$ cat src/rtl/adc_serial_map.svh
// timing, pin and reset constants for the serial result readout port
// Behaviour
// - clock select low: device drives clock, frame
// - master clock and frame polarity invertible
// - read timing pin picks after or during
// - master read-after keeps busy until shifted
// - master read-during shifts in first half only
// - clock select high: host clock shifts data
// - host clock counts only when selected
// - any host clock shape, idle high or low
// - slave read-after sends result MSB first
// - host clock rate up to the maximum
// - slave mode takes chain bits from pin
// - chain bit latched on opposite clock edge
// - slave read-during sends previous result
// - partial read at conversion end pulses error
// - serial port active when port select high
// - select and read ORed, high disables data and clock outputs
// - started conversion always runs to completion
`ifndef ADC_SERIAL_MAP_SVH
`define ADC_SERIAL_MAP_SVH
`define RESULT_BITS 16
`define CLK_PERIOD_NS 50
`define CONV_TIME_NS 7000
`define CONV_CYCLES ((`CONV_TIME_NS + `CLK_PERIOD_NS - 1) / `CLK_PERIOD_NS)
`define MSCLK_HALF_NS 100
`define MSCLK_HALF_CYCLES ((`MSCLK_HALF_NS + `CLK_PERIOD_NS - 1) / `CLK_PERIOD_NS)
`define FIFO_DEPTH 16
`define PIN_CNV 0
`define PIN_CS 1
`define PIN_RD 2
`define PIN_SCLK 3
`define PIN_CHAIN 4
`define PIN_CLKSEL 5
`define PIN_PORTSEL 6
`define PIN_INVERT 7
`define PIN_COUNT 8
`define SCLK_IDLE 1'b0
`define PIN_RESET 8'hff
`endif

$ cat src/rtl/adc_serial_pkg.sv
// types of the serial result readout port
package adc_serial_pkg;
   typedef enum logic [2:0] {
      CONV_IDLE = 3'b001,
      CONV_RUN = 3'b010,
      CONV_DRAIN = 3'b100
   } conv_state_type;

   typedef struct packed {
      conv_state_type state;
      logic [15:0] convCnt;
      logic [7:0] s1;
      logic [7:0] s2;
      logic prevSclk;
      logic prevCnv;
      logic [15:0] shiftReg;
      logic [4:0] bitCnt;
      logic chainBit;
      logic [15:0] divCnt;
      logic sclkLevel;
      logic serialOut;
      logic serialOe;
      logic sclkOut;
      logic sclkOe;
      logic syncOut;
      logic busy;
      logic overrun;
   } port_state_type;
endpackage : adc_serial_pkg

$ cat src/rtl/result_fifo.sv
// result word fifo with valid and ready on both sides
`timescale 1ns/100ps
module result_fifo #(
   parameter int WIDTH = 16,
   parameter int DEPTH = 16
) (
   input wire logic clk,
   input wire logic rst,
   input wire logic inValid,
   output logic inReady,
   input wire logic [WIDTH-1:0] inData,
   output logic outValid,
   input wire logic outReady,
   output logic [WIDTH-1:0] outData
);
   localparam int AW = $clog2(DEPTH);
   localparam logic [AW:0] FULL = (AW+1)'(DEPTH);

   typedef struct packed {
      logic [AW:0] wrPtr;
      logic [AW:0] rdPtr;
   } fifo_state_type;

   fifo_state_type r_r;
   fifo_state_type r_nxt;
   logic [WIDTH-1:0] mem [DEPTH];
   logic [AW:0] used;

   generate
      if (DEPTH < 2 || (1 << AW) != DEPTH || WIDTH < 1) begin : g_bad
         $error("fifo depth must be a power of two, width positive");
      end
   endgenerate

   assign used = r_r.wrPtr - r_r.rdPtr;
   assign inReady = (used != FULL);
   assign outValid = (used != '0);
   assign outData = mem[r_r.rdPtr[AW-1:0]];

   always_comb begin
      r_nxt = r_r;
      if (inValid && inReady) begin
         r_nxt.wrPtr = r_r.wrPtr + (AW+1)'(1);
      end
      if (outValid && outReady) begin
         r_nxt.rdPtr = r_r.rdPtr + (AW+1)'(1);
      end
   end

   always_ff @(posedge clk) begin
      if (rst) begin
         r_r <= '0;
      end else begin
         r_r <= r_nxt;
      end
      if (inValid && inReady) begin
         mem[r_r.wrPtr[AW-1:0]] <= inData;
      end
   end
endmodule : result_fifo

$ cat src/rtl/adc_serial_readout_port.sv
// serial result readout port: conversion timing, master and slave shifter
`timescale 1ns/100ps
`include "adc_serial_map.svh"
module adc_serial_readout_port #(
   parameter int CONV_CYCLES = `CONV_CYCLES,
   parameter int MASTER_HALF = `MSCLK_HALF_CYCLES,
   parameter int FIFO_DEPTH = `FIFO_DEPTH
) (
   input wire logic clk,
   input wire logic rst,
   input wire logic convertStartN,
   input wire logic chipSelectN,
   input wire logic readN,
   input wire logic sclkIn,
   input wire logic readTimingOrChainIn,
   input wire logic clockSourceSelect,
   input wire logic portTypeSelect,
   input wire logic invertMasterClock,
   input wire logic [15:0] resultIn,
   output logic serialResultOut,
   output logic serialResultOe,
   output logic sclkOut,
   output logic sclkOe,
   output logic frameSyncOut,
   output logic busy,
   output logic readOverrunPulse
);
   // ----------------------------------------------------------------
   // constants and checks
   // ----------------------------------------------------------------
   localparam logic [15:0] CONV_LAST = 16'(CONV_CYCLES - 1);
   localparam logic [15:0] CONV_HALF = 16'(CONV_CYCLES / 2);
   localparam logic [15:0] HALF_LAST = 16'(MASTER_HALF - 1);
   localparam logic [4:0] BITS = 5'(`RESULT_BITS);

   generate
      if (CONV_CYCLES < 2 || CONV_CYCLES > 65535 || MASTER_HALF < 1 ||
          MASTER_HALF > 65535 || 4 * `RESULT_BITS * MASTER_HALF > CONV_CYCLES) begin : g_bad
         $error("conversion or master clock count out of range");
      end
   endgenerate

   // ----------------------------------------------------------------
   // state and result fifo
   // ----------------------------------------------------------------
   adc_serial_pkg::port_state_type r_r;
   adc_serial_pkg::port_state_type r_nxt;
   logic [`PIN_COUNT-1:0] pinsRaw;
   logic fifoInReady;
   logic fifoOutValid;
   logic [15:0] fifoOutData;
   logic pushValid;
   logic popReady;
   logic isMaster;
   logic readAfter;
   logic selected;
   logic portOn;
   logic invert;
   logic cnvFall;
   logic sclkRise;
   logic sclkFall;
   logic convEnd;
   logic masterGate;
   logic shiftNow;
   logic latchNow;

   assign pinsRaw = {invertMasterClock, portTypeSelect, clockSourceSelect,
                     readTimingOrChainIn, sclkIn, readN, chipSelectN, convertStartN};

   result_fifo #(
      .WIDTH(16),
      .DEPTH(FIFO_DEPTH)
   ) u_fifo (
      .clk(clk),
      .rst(rst),
      .inValid(pushValid),
      .inReady(fifoInReady),
      .inData(resultIn),
      .outValid(fifoOutValid),
      .outReady(popReady),
      .outData(fifoOutData)
   );

   // ----------------------------------------------------------------
   // next state
   // ----------------------------------------------------------------
   always_comb begin
      r_nxt = r_r;
      r_nxt.s1 = pinsRaw;
      r_nxt.s2 = r_r.s1;
      r_nxt.prevSclk = r_r.s2[`PIN_SCLK];
      r_nxt.prevCnv = r_r.s2[`PIN_CNV];
      r_nxt.overrun = 1'b0;
      popReady = 1'b0;
      shiftNow = 1'b0;
      latchNow = 1'b0;

      isMaster = ~r_r.s2[`PIN_CLKSEL];
      readAfter = r_r.s2[`PIN_CHAIN];
      selected = ~(r_r.s2[`PIN_CS] | r_r.s2[`PIN_RD]);
      portOn = r_r.s2[`PIN_PORTSEL];
      invert = r_r.s2[`PIN_INVERT];
      cnvFall = r_r.prevCnv & ~r_r.s2[`PIN_CNV];
      sclkRise = ~r_r.prevSclk & r_r.s2[`PIN_SCLK];
      sclkFall = r_r.prevSclk & ~r_r.s2[`PIN_SCLK];
      convEnd = (r_r.state == adc_serial_pkg::CONV_RUN) && (r_r.convCnt == CONV_LAST);
      pushValid = convEnd;

      // conversion sequencing; a start during a conversion is ignored
      case (r_r.state)
         adc_serial_pkg::CONV_IDLE: begin
            if (cnvFall && fifoInReady) begin
               r_nxt.state = adc_serial_pkg::CONV_RUN;
               r_nxt.convCnt = '0;
            end
         end
         adc_serial_pkg::CONV_RUN: begin
            if (convEnd) begin
               if (isMaster && readAfter) begin
                  r_nxt.state = adc_serial_pkg::CONV_DRAIN;
               end else begin
                  r_nxt.state = adc_serial_pkg::CONV_IDLE;
               end
            end else begin
               r_nxt.convCnt = r_r.convCnt + 16'h0001;
            end
         end
         adc_serial_pkg::CONV_DRAIN: begin
            if (r_r.bitCnt == BITS && !fifoOutValid) begin
               r_nxt.state = adc_serial_pkg::CONV_IDLE;
            end
         end
         default: begin
            r_nxt.state = adc_serial_pkg::CONV_IDLE;
         end
      endcase

      // master clock only in drain or the first half of a conversion
      if (readAfter) begin
         masterGate = isMaster && (r_r.state == adc_serial_pkg::CONV_DRAIN);
      end else begin
         masterGate = isMaster && (r_r.state == adc_serial_pkg::CONV_RUN) &&
                      (r_r.convCnt < CONV_HALF);
      end

      if (masterGate && r_r.bitCnt < BITS) begin
         if (r_r.divCnt == HALF_LAST) begin
            r_nxt.divCnt = '0;
            r_nxt.sclkLevel = ~r_r.sclkLevel;
            shiftNow = r_r.sclkLevel;
         end else begin
            r_nxt.divCnt = r_r.divCnt + 16'h0001;
         end
      end else begin
         r_nxt.divCnt = '0;
         r_nxt.sclkLevel = `SCLK_IDLE;
      end

      if (!isMaster && selected) begin
         shiftNow = sclkFall;
         latchNow = sclkRise;
      end

      if (latchNow) begin
         r_nxt.chainBit = r_r.s2[`PIN_CHAIN];
      end
      if (shiftNow) begin
         r_nxt.shiftReg = {r_r.shiftReg[14:0], isMaster ? 1'b0 : r_r.chainBit};
         if (r_r.bitCnt < BITS) begin
            r_nxt.bitCnt = r_r.bitCnt + 5'h01;
         end
      end

      // an unfinished word is dropped when the next result lands
      if (convEnd && r_r.bitCnt != BITS) begin
         r_nxt.bitCnt = BITS;
         r_nxt.overrun = (r_r.bitCnt != 5'h00);
      end

      if (fifoOutValid && r_r.bitCnt == BITS && !shiftNow && !convEnd) begin
         popReady = 1'b1;
         r_nxt.shiftReg = fifoOutData;
         r_nxt.bitCnt = 5'h00;
      end

      // registered pin drive
      r_nxt.busy = (r_nxt.state != adc_serial_pkg::CONV_IDLE);
      r_nxt.serialOut = r_nxt.shiftReg[15];
      r_nxt.serialOe = portOn && selected;
      r_nxt.sclkOe = portOn && selected && isMaster;
      r_nxt.sclkOut = isMaster ? (r_nxt.sclkLevel ^ invert) : 1'b0;
      r_nxt.syncOut = isMaster ? ((masterGate && r_nxt.bitCnt < BITS) ^ invert) : 1'b0;
   end

   // ----------------------------------------------------------------
   // registers
   // ----------------------------------------------------------------
   always_ff @(posedge clk) begin
      if (rst) begin
         r_r <= '0;
         r_r.state <= adc_serial_pkg::CONV_IDLE;
         r_r.s1 <= `PIN_RESET;
         r_r.s2 <= `PIN_RESET;
         r_r.prevSclk <= `SCLK_IDLE;
         r_r.prevCnv <= 1'b1;
         r_r.bitCnt <= BITS;
         r_r.sclkLevel <= `SCLK_IDLE;
      end else begin
         r_r <= r_nxt;
      end
   end

   assign serialResultOut = r_r.serialOut;
   assign serialResultOe = r_r.serialOe;
   assign sclkOut = r_r.sclkOut;
   assign sclkOe = r_r.sclkOe;
   assign frameSyncOut = r_r.syncOut;
   assign busy = r_r.busy;
   assign readOverrunPulse = r_r.overrun;
endmodule : adc_serial_readout_port

$ cat config.mk
export PLATFORM = sky130hd
export DESIGN_NAME = adc_serial_readout_port
export DESIGN_NICKNAME = d
export VERILOG_FILES = /design/src/rtl/adc_serial_pkg.sv /design/src/rtl/result_fifo.sv /design/src/rtl/adc_serial_readout_port.sv
export VERILOG_INCLUDE_DIRS = /design/src /design/src/rtl
export SDC_FILE = /design/constraint.sdc
export NUM_CORES = 1
export LEC_CHECK = 0
export ABC_CLOCK_PERIOD_IN_PS = 6000
export BUFFER_PORTS_ARGS = -buffer_cell sky130_fd_sc_hd__buf_2
export CORE_MARGIN = 5
export CORE_UTILIZATION = 30
export CTS_CLUSTER_DIAMETER = 150
export DETAILED_ROUTE_END_ITERATION = 16
export SETUP_SLACK_MARGIN = 0.1
export SYNTH_ARGS = -nofsm -noshare
export SYNTH_HDL_FRONTEND = slang
export SYNTH_HIERARCHICAL = 1
export SYNTH_SLANG_ARGS = --single-unit
$ cat constraint.sdc
create_clock -name clk -period 6 [get_ports clk]
set_clock_uncertainty 0.2 [all_clocks]
set_input_delay 0.6 -clock clk [delete_from_list [all_inputs] [get_ports clk]]
set_output_delay 0.6 -clock clk [all_outputs]
set_load 0.03 [all_outputs]
After elaboration in Yosys (flattened, before gate mapping):

Memories as Yosys holds them, arrays and structs flattened. A register that Yosys moved wholly into a read port is not among the register bits.
Index checks and enable logic that the tools add are counted.

* add/subtract/negate cells: 6
* magnitude comparators: 3
* equality and inequality tests: 11
* multiplexer cells: 24
* bitwise gates (word level): 14
* reduce and logical (&&, ||, !) cells: 29

Operators by type and width (number)
* two-way mux 21 bit: 2
* adder 16 x 1 -> 16 bit, second input constant: 2
* one-hot mux 16 bit (2 select lines): 1
* two-way mux 19 bit: 1
* logical AND 1 bit: 18
* == test 16 x 1 -> 1 bit, second input constant: 1
* == test 16 x 8 -> 1 bit, second input constant: 1
* less-than comparator 16 x 7 -> 1 bit, second input constant: 1
* two-way mux 16 bit: 1
* adder 5 x 1 -> 5 bit, second input constant: 3
* two-way mux 1 bit: 11
* less-than comparator 5 bit, second input constant: 2
* two-way mux 5 bit: 2
* inequality test 5 bit, second input constant: 2
* nonzero test 5 bit: 2
* two-way mux 3 bit: 3
* one-hot mux 3 bit (3 select lines): 1
* two-way mux 4 bit: 2
* inverter 1 bit: 8
* == test 5 bit, second input constant: 1
* subtractor 5 bit: 1
* inequality test 2 bit, second input constant: 2
* nonzero test 2 bit: 2
* OR reduction 2 bit: 2
* 10 further kinds: 15

* bits in registers: 92
* memory bits (writable): 256
* input bits: 26
* output and inout bits: 7
* logic and storage cells: 108
* memories kept: 1

Memories
* u_fifo.mem: words 16, bits a word 16, read ports 1, clocked after memory_dff 1, write ports 1, line result_fifo.sv:26 `logic [WIDTH-1:0] mem [DEPTH];`

Logic depth before layout (Yosys ltp):

* depth after elaboration: 14
* mapped depth: 14
* gate-level depth less buffers: 13

Cells and area by module:

Netlist, hierarchy kept.

Modules (own cells, without submodules)
* result_fifo: times used 1, cells an instance 467, area an instance 10525.1 um^2, seq. area each 7967.6 um^2
* adc_serial_readout_port: times used 1, cells an instance 397, area an instance 3936.3 um^2, seq. area each 1641.6 um^2

Worst setup path before layout:

No wires, ideal clock.

* kind: register to register
* from: register u_fifo/r_r[5] in the netlist's numbering
* to: memory u_fifo.mem[0][0] (enable)
* library setup time: 0.409 ns
* arrival time: 2.799 ns
* data required time: 5.391 ns
* slack: 2.591 ns
* cell stages (with the launch flop): 10
* path buffers: 1
* clock period less this slack: 3.409 ns
* cell sequence: dfxtp_1 > inv_1 > ha_1 > nor2b_4 > o22ai_1 > xnor2_1 > o41a_1 > buf_6 > nand2_1 > nor3_1

* longest elaborated chain between the ends: 5

Ends and longest elaborated chain
* from (decl): line result_fifo.sv:24 `fifo_state_type r_r;`
* from (signal assigned): line result_fifo.sv:54 `r_r <= r_nxt;`
* subtractor 5 bit: line result_fifo.sv:35 `assign used = r_r.wrPtr - r_r.rdPtr;`
* inequality test 5 bit: line result_fifo.sv:36 `assign inReady = (used != FULL);`
* logical AND 1 bit: line result_fifo.sv:56 `if (inValid && inReady) begin`
* two-way mux 1 bit: line result_fifo.sv:56
* two-way mux 1 bit (not written as such): line result_fifo.sv:57 `mem[r_r.wrPtr[AW-1:0]] <= inData;`
* to (decl): line result_fifo.sv:26

Parallel ways exist; a longest one is shown, timed or not.

Worst setup path after layout:

* from: register u_fifo/r_r[7] in the netlist's numbering
* to: memory u_fifo.mem[14][13] (enable)

The elaborated chain is that of the path after synthesis.

==> reports/metrics.csv <==
stage,metric,value,unit
status,status,"complete, no violations",
sta,setup TNS,0,ps
power_and_ir_drop,Switch Pwr,988,uW
yosys,top cell type's share of synthesized area,0.532,
placement,placed cell count,1473,
power_and_ir_drop,sw frac,0.202,
yosys,sequential-to-total area share from yosys stat,0.664,
min_path,Tightest Hold Check Type,in2reg,
power_and_ir_drop,Power Dens Cells,299,nW/um2
detailed_routing,Post-DRT Antenna Nets,0,
placement,Routability Congestion,0.746,
sta,"Slew Viols, Final",0,
detailed_routing,post-DR vias/cell,4.89,
sta,Fin. Hold Viols,0,
run,max_cap viols,0,
placement,DP Area,15200,um2
die,DIE WIDTH,230,um
power_and_ir_drop,P_int,3900,uW
finish,P&R area growth vs syn,13.0,%
finish,"Design Area, Final",16300,um2
yosys,Syn Inst Count,864,
critical_path,Worst Setup SP,u_fifo/r_r[7],
cts,post-CTS setup buffers,0,
power_and_ir_drop,leakage power,0.00514,uW
critical_path,CP endpoint kind,flip-flop,
yosys,"EDFF count, synth",256,
sta,Worst-Margin Slew,1190,ps
placement,IO buf count,32,
critical_path,CP Class,reg2reg,
yosys,Seq cells post-synth,352,
sta,Highest Clock Rate,259,MHz
finish,final core occ,0.342,
yosys,Mapped Avg Cell Area,16.7,um2
cts,# hold bufs at CTS,0,
yosys,synth top area cells,"edfxtp_1, dfxtp_1, mux4_2",
detailed_routing,DRC,0,
cts,CTS Sinks,352,
cts,CTS Buffer Depth,3,
grt,global-route wire length before repair,45.4,mm
finish,"most common cell after layout, fill and taps aside",edfxtp_1,
cts,clock root buffer,clkbuf_16,
finish,share of post-route cells with drive strength above 1,0.275,
detailed_routing,drt first pass iters,5,
die,DIE HEIGHT,230,um
power_and_ir_drop,Peak VDD IR,178,uV
die,Initial Utilization,0.303,
yosys,Synth Cell Area,14500,um2
sta,headroom to the max-slew limit,0.195,
cts,Skew-Pair Late Insertion Delay,530,ps
sta,RSZ-0062 raised after global routing,no,
placement,Post-DP HPWL,18.2,mm
die,row count,80,
sta,final setup fails,0,
cts,CTS tree,yes,
detailed_routing,initial drt markers,677,
detailed_routing,WL per Instance,18.8,um
grt,Tot GR Track Use,0.109,
yosys,Synth Flop Type,edfxtp_1,
yosys,yosys warns,6,
die,I/O pin total,33,
critical_path,Worst Path Required,5950,ps
detailed_routing,Detailed Route WL,28.9,mm
min_path,min-delay src,convertStartN,
critical_path,r2r startpoint,u_fifo/r_r[7],
yosys,largest area contributor in the netlist,edfxtp_1,
critical_path,crit path max fanout,16,
finish,Non-Filler Instances,1539,
grt,total global routing overflow,0,
sta,Tcrit/Tclk final,0.643,
die,die area,52700,um2
yosys,ys async rst share,0,
power_and_ir_drop,sequential power share,0.536,
yosys,Post-Syn Nets,905,
finish,Final #Nets,937,
grt,largest net degree at the start of global routing,54,
finish,most frequent cells in the layout,"edfxtp_1, dfxtp_1, mux4_2, nor2_1, clkbuf_16",
critical_path,CP Launch Type,flip-flop,
power_and_ir_drop,clock power share,0.450,
sta,fin crit period,3860,ps
cts,"Reg clk slew, reported paths",60,ps
cts,htree depth,2,
cts,total CTS buffers,36,
grt,number of global-route vias before repair,7440,
cts,cts repair resizes,0,
detailed_routing,Vias,7527,
critical_path,Critical Path AT,3810,ps
yosys,Synth cell types,76,
grt,initial antenna violation count,2,
power_and_ir_drop,Comb pwr share,0.014,
finish,Ant. Diodes,0,
die,core area,47700,um2
## worst paths after layout
check        cells past startpoint  slack, ps            endpoint
min reg2reg                      1        210           r_nxt[46]
max reg2reg                      7       2140  u_fifo/mem[14][13]
max                              7       2140  u_fifo/mem[14][13]
min                              2         60           r_nxt[48]
## area by class of cell
class                   count  area (um2)
fillers                  4483       31400
flip-flops and latches    352        9610
multi-input cells         445        4490
clock buffers              46         990
well taps                 615         769
repair buffers             42         235
clock inverters            20         175
inverters                  19        71.3
## per-layer routing
layer	up-vias	routed length [um]	share of wire	GRT usage
met3	33	1670	0.058	0.0294
met2	165	13200	0.46	0.168
met1	3889	13700	0.47	0.157
met5	-	0	0	0
li1	3440	-	-	-
met4	0	426	0.015	0.0242
## metrics by stage
stage          hold WS, ps  worst slack, ps  total power [uW]
2_1_floorplan          189             2590              2700
3_3_place_gp           197             2240              2740
3_5_place_dp           192             2160              2740
4_1_cts               34.6             2160              4950
5_1_grt               33.5             1880              5070
6_report              58.0             2140              4880
## cells in the mapped netlist, types with 10 or more instances
cell      instances
edfxtp_1        256
dfxtp_1          96
mux4_2           80
nor2_1           58
a21oi_1          29
mux2i_1          21
nand2_1          21
xor2_1           20
inv_1            19
or2_2            19
clkbuf_1         18
ha_1             15
xnor2_1          13
buf_2            11
a211oi_2         10
nor3_1           10
## power groups by stage
| stage | registers (uW) | clock network (uW) | logic [uW] |
|---|---|---|---|
| 2_1_floorplan | 2670 | 0 | 30.8 |
| 3_3_place_gp | 2670 | 0 | 68.7 |
| 3_5_place_dp | 2670 | 0 | 70.6 |
| 4_1_cts | 2620 | 2260 | 70.7 |
| 5_1_grt | 2620 | 2370 | 77.7 |
| 6_report | 2620 | 2200 | 68.7 |
## sequential cells by signal, summed over array words and instances (netlist names), named ones only
register	cells
u_fifo/mem	256
r_r	64
r_nxt	10
u_fifo/r_r	10
busy	1
frameSyncOut	1
invert	1
portOn	1
readOverrunPulse	1
sclkOe	1
sclkOut	1
serialResultOe	1
## critical path, stage by stage, from the launching register on
cell     delay [ps]
dfxtp_1         680
ha_1            310
or2_0           130
o22ai_1          80
xnor2_1         380
o41a_1          520
nand2_1         290
nor2_2          890
## cell families after synthesis
logic type	share of synthesized area
AOI/OAI and AO/OA	0.0497
xor gates and xnor gates	0.0200
adders and majority gates	0.0130
buffers and inverters	0.0288
DFF	0.664
muxes	0.142
and+or+nand+nor	0.0824
Power figures use the tool's default switching activity.
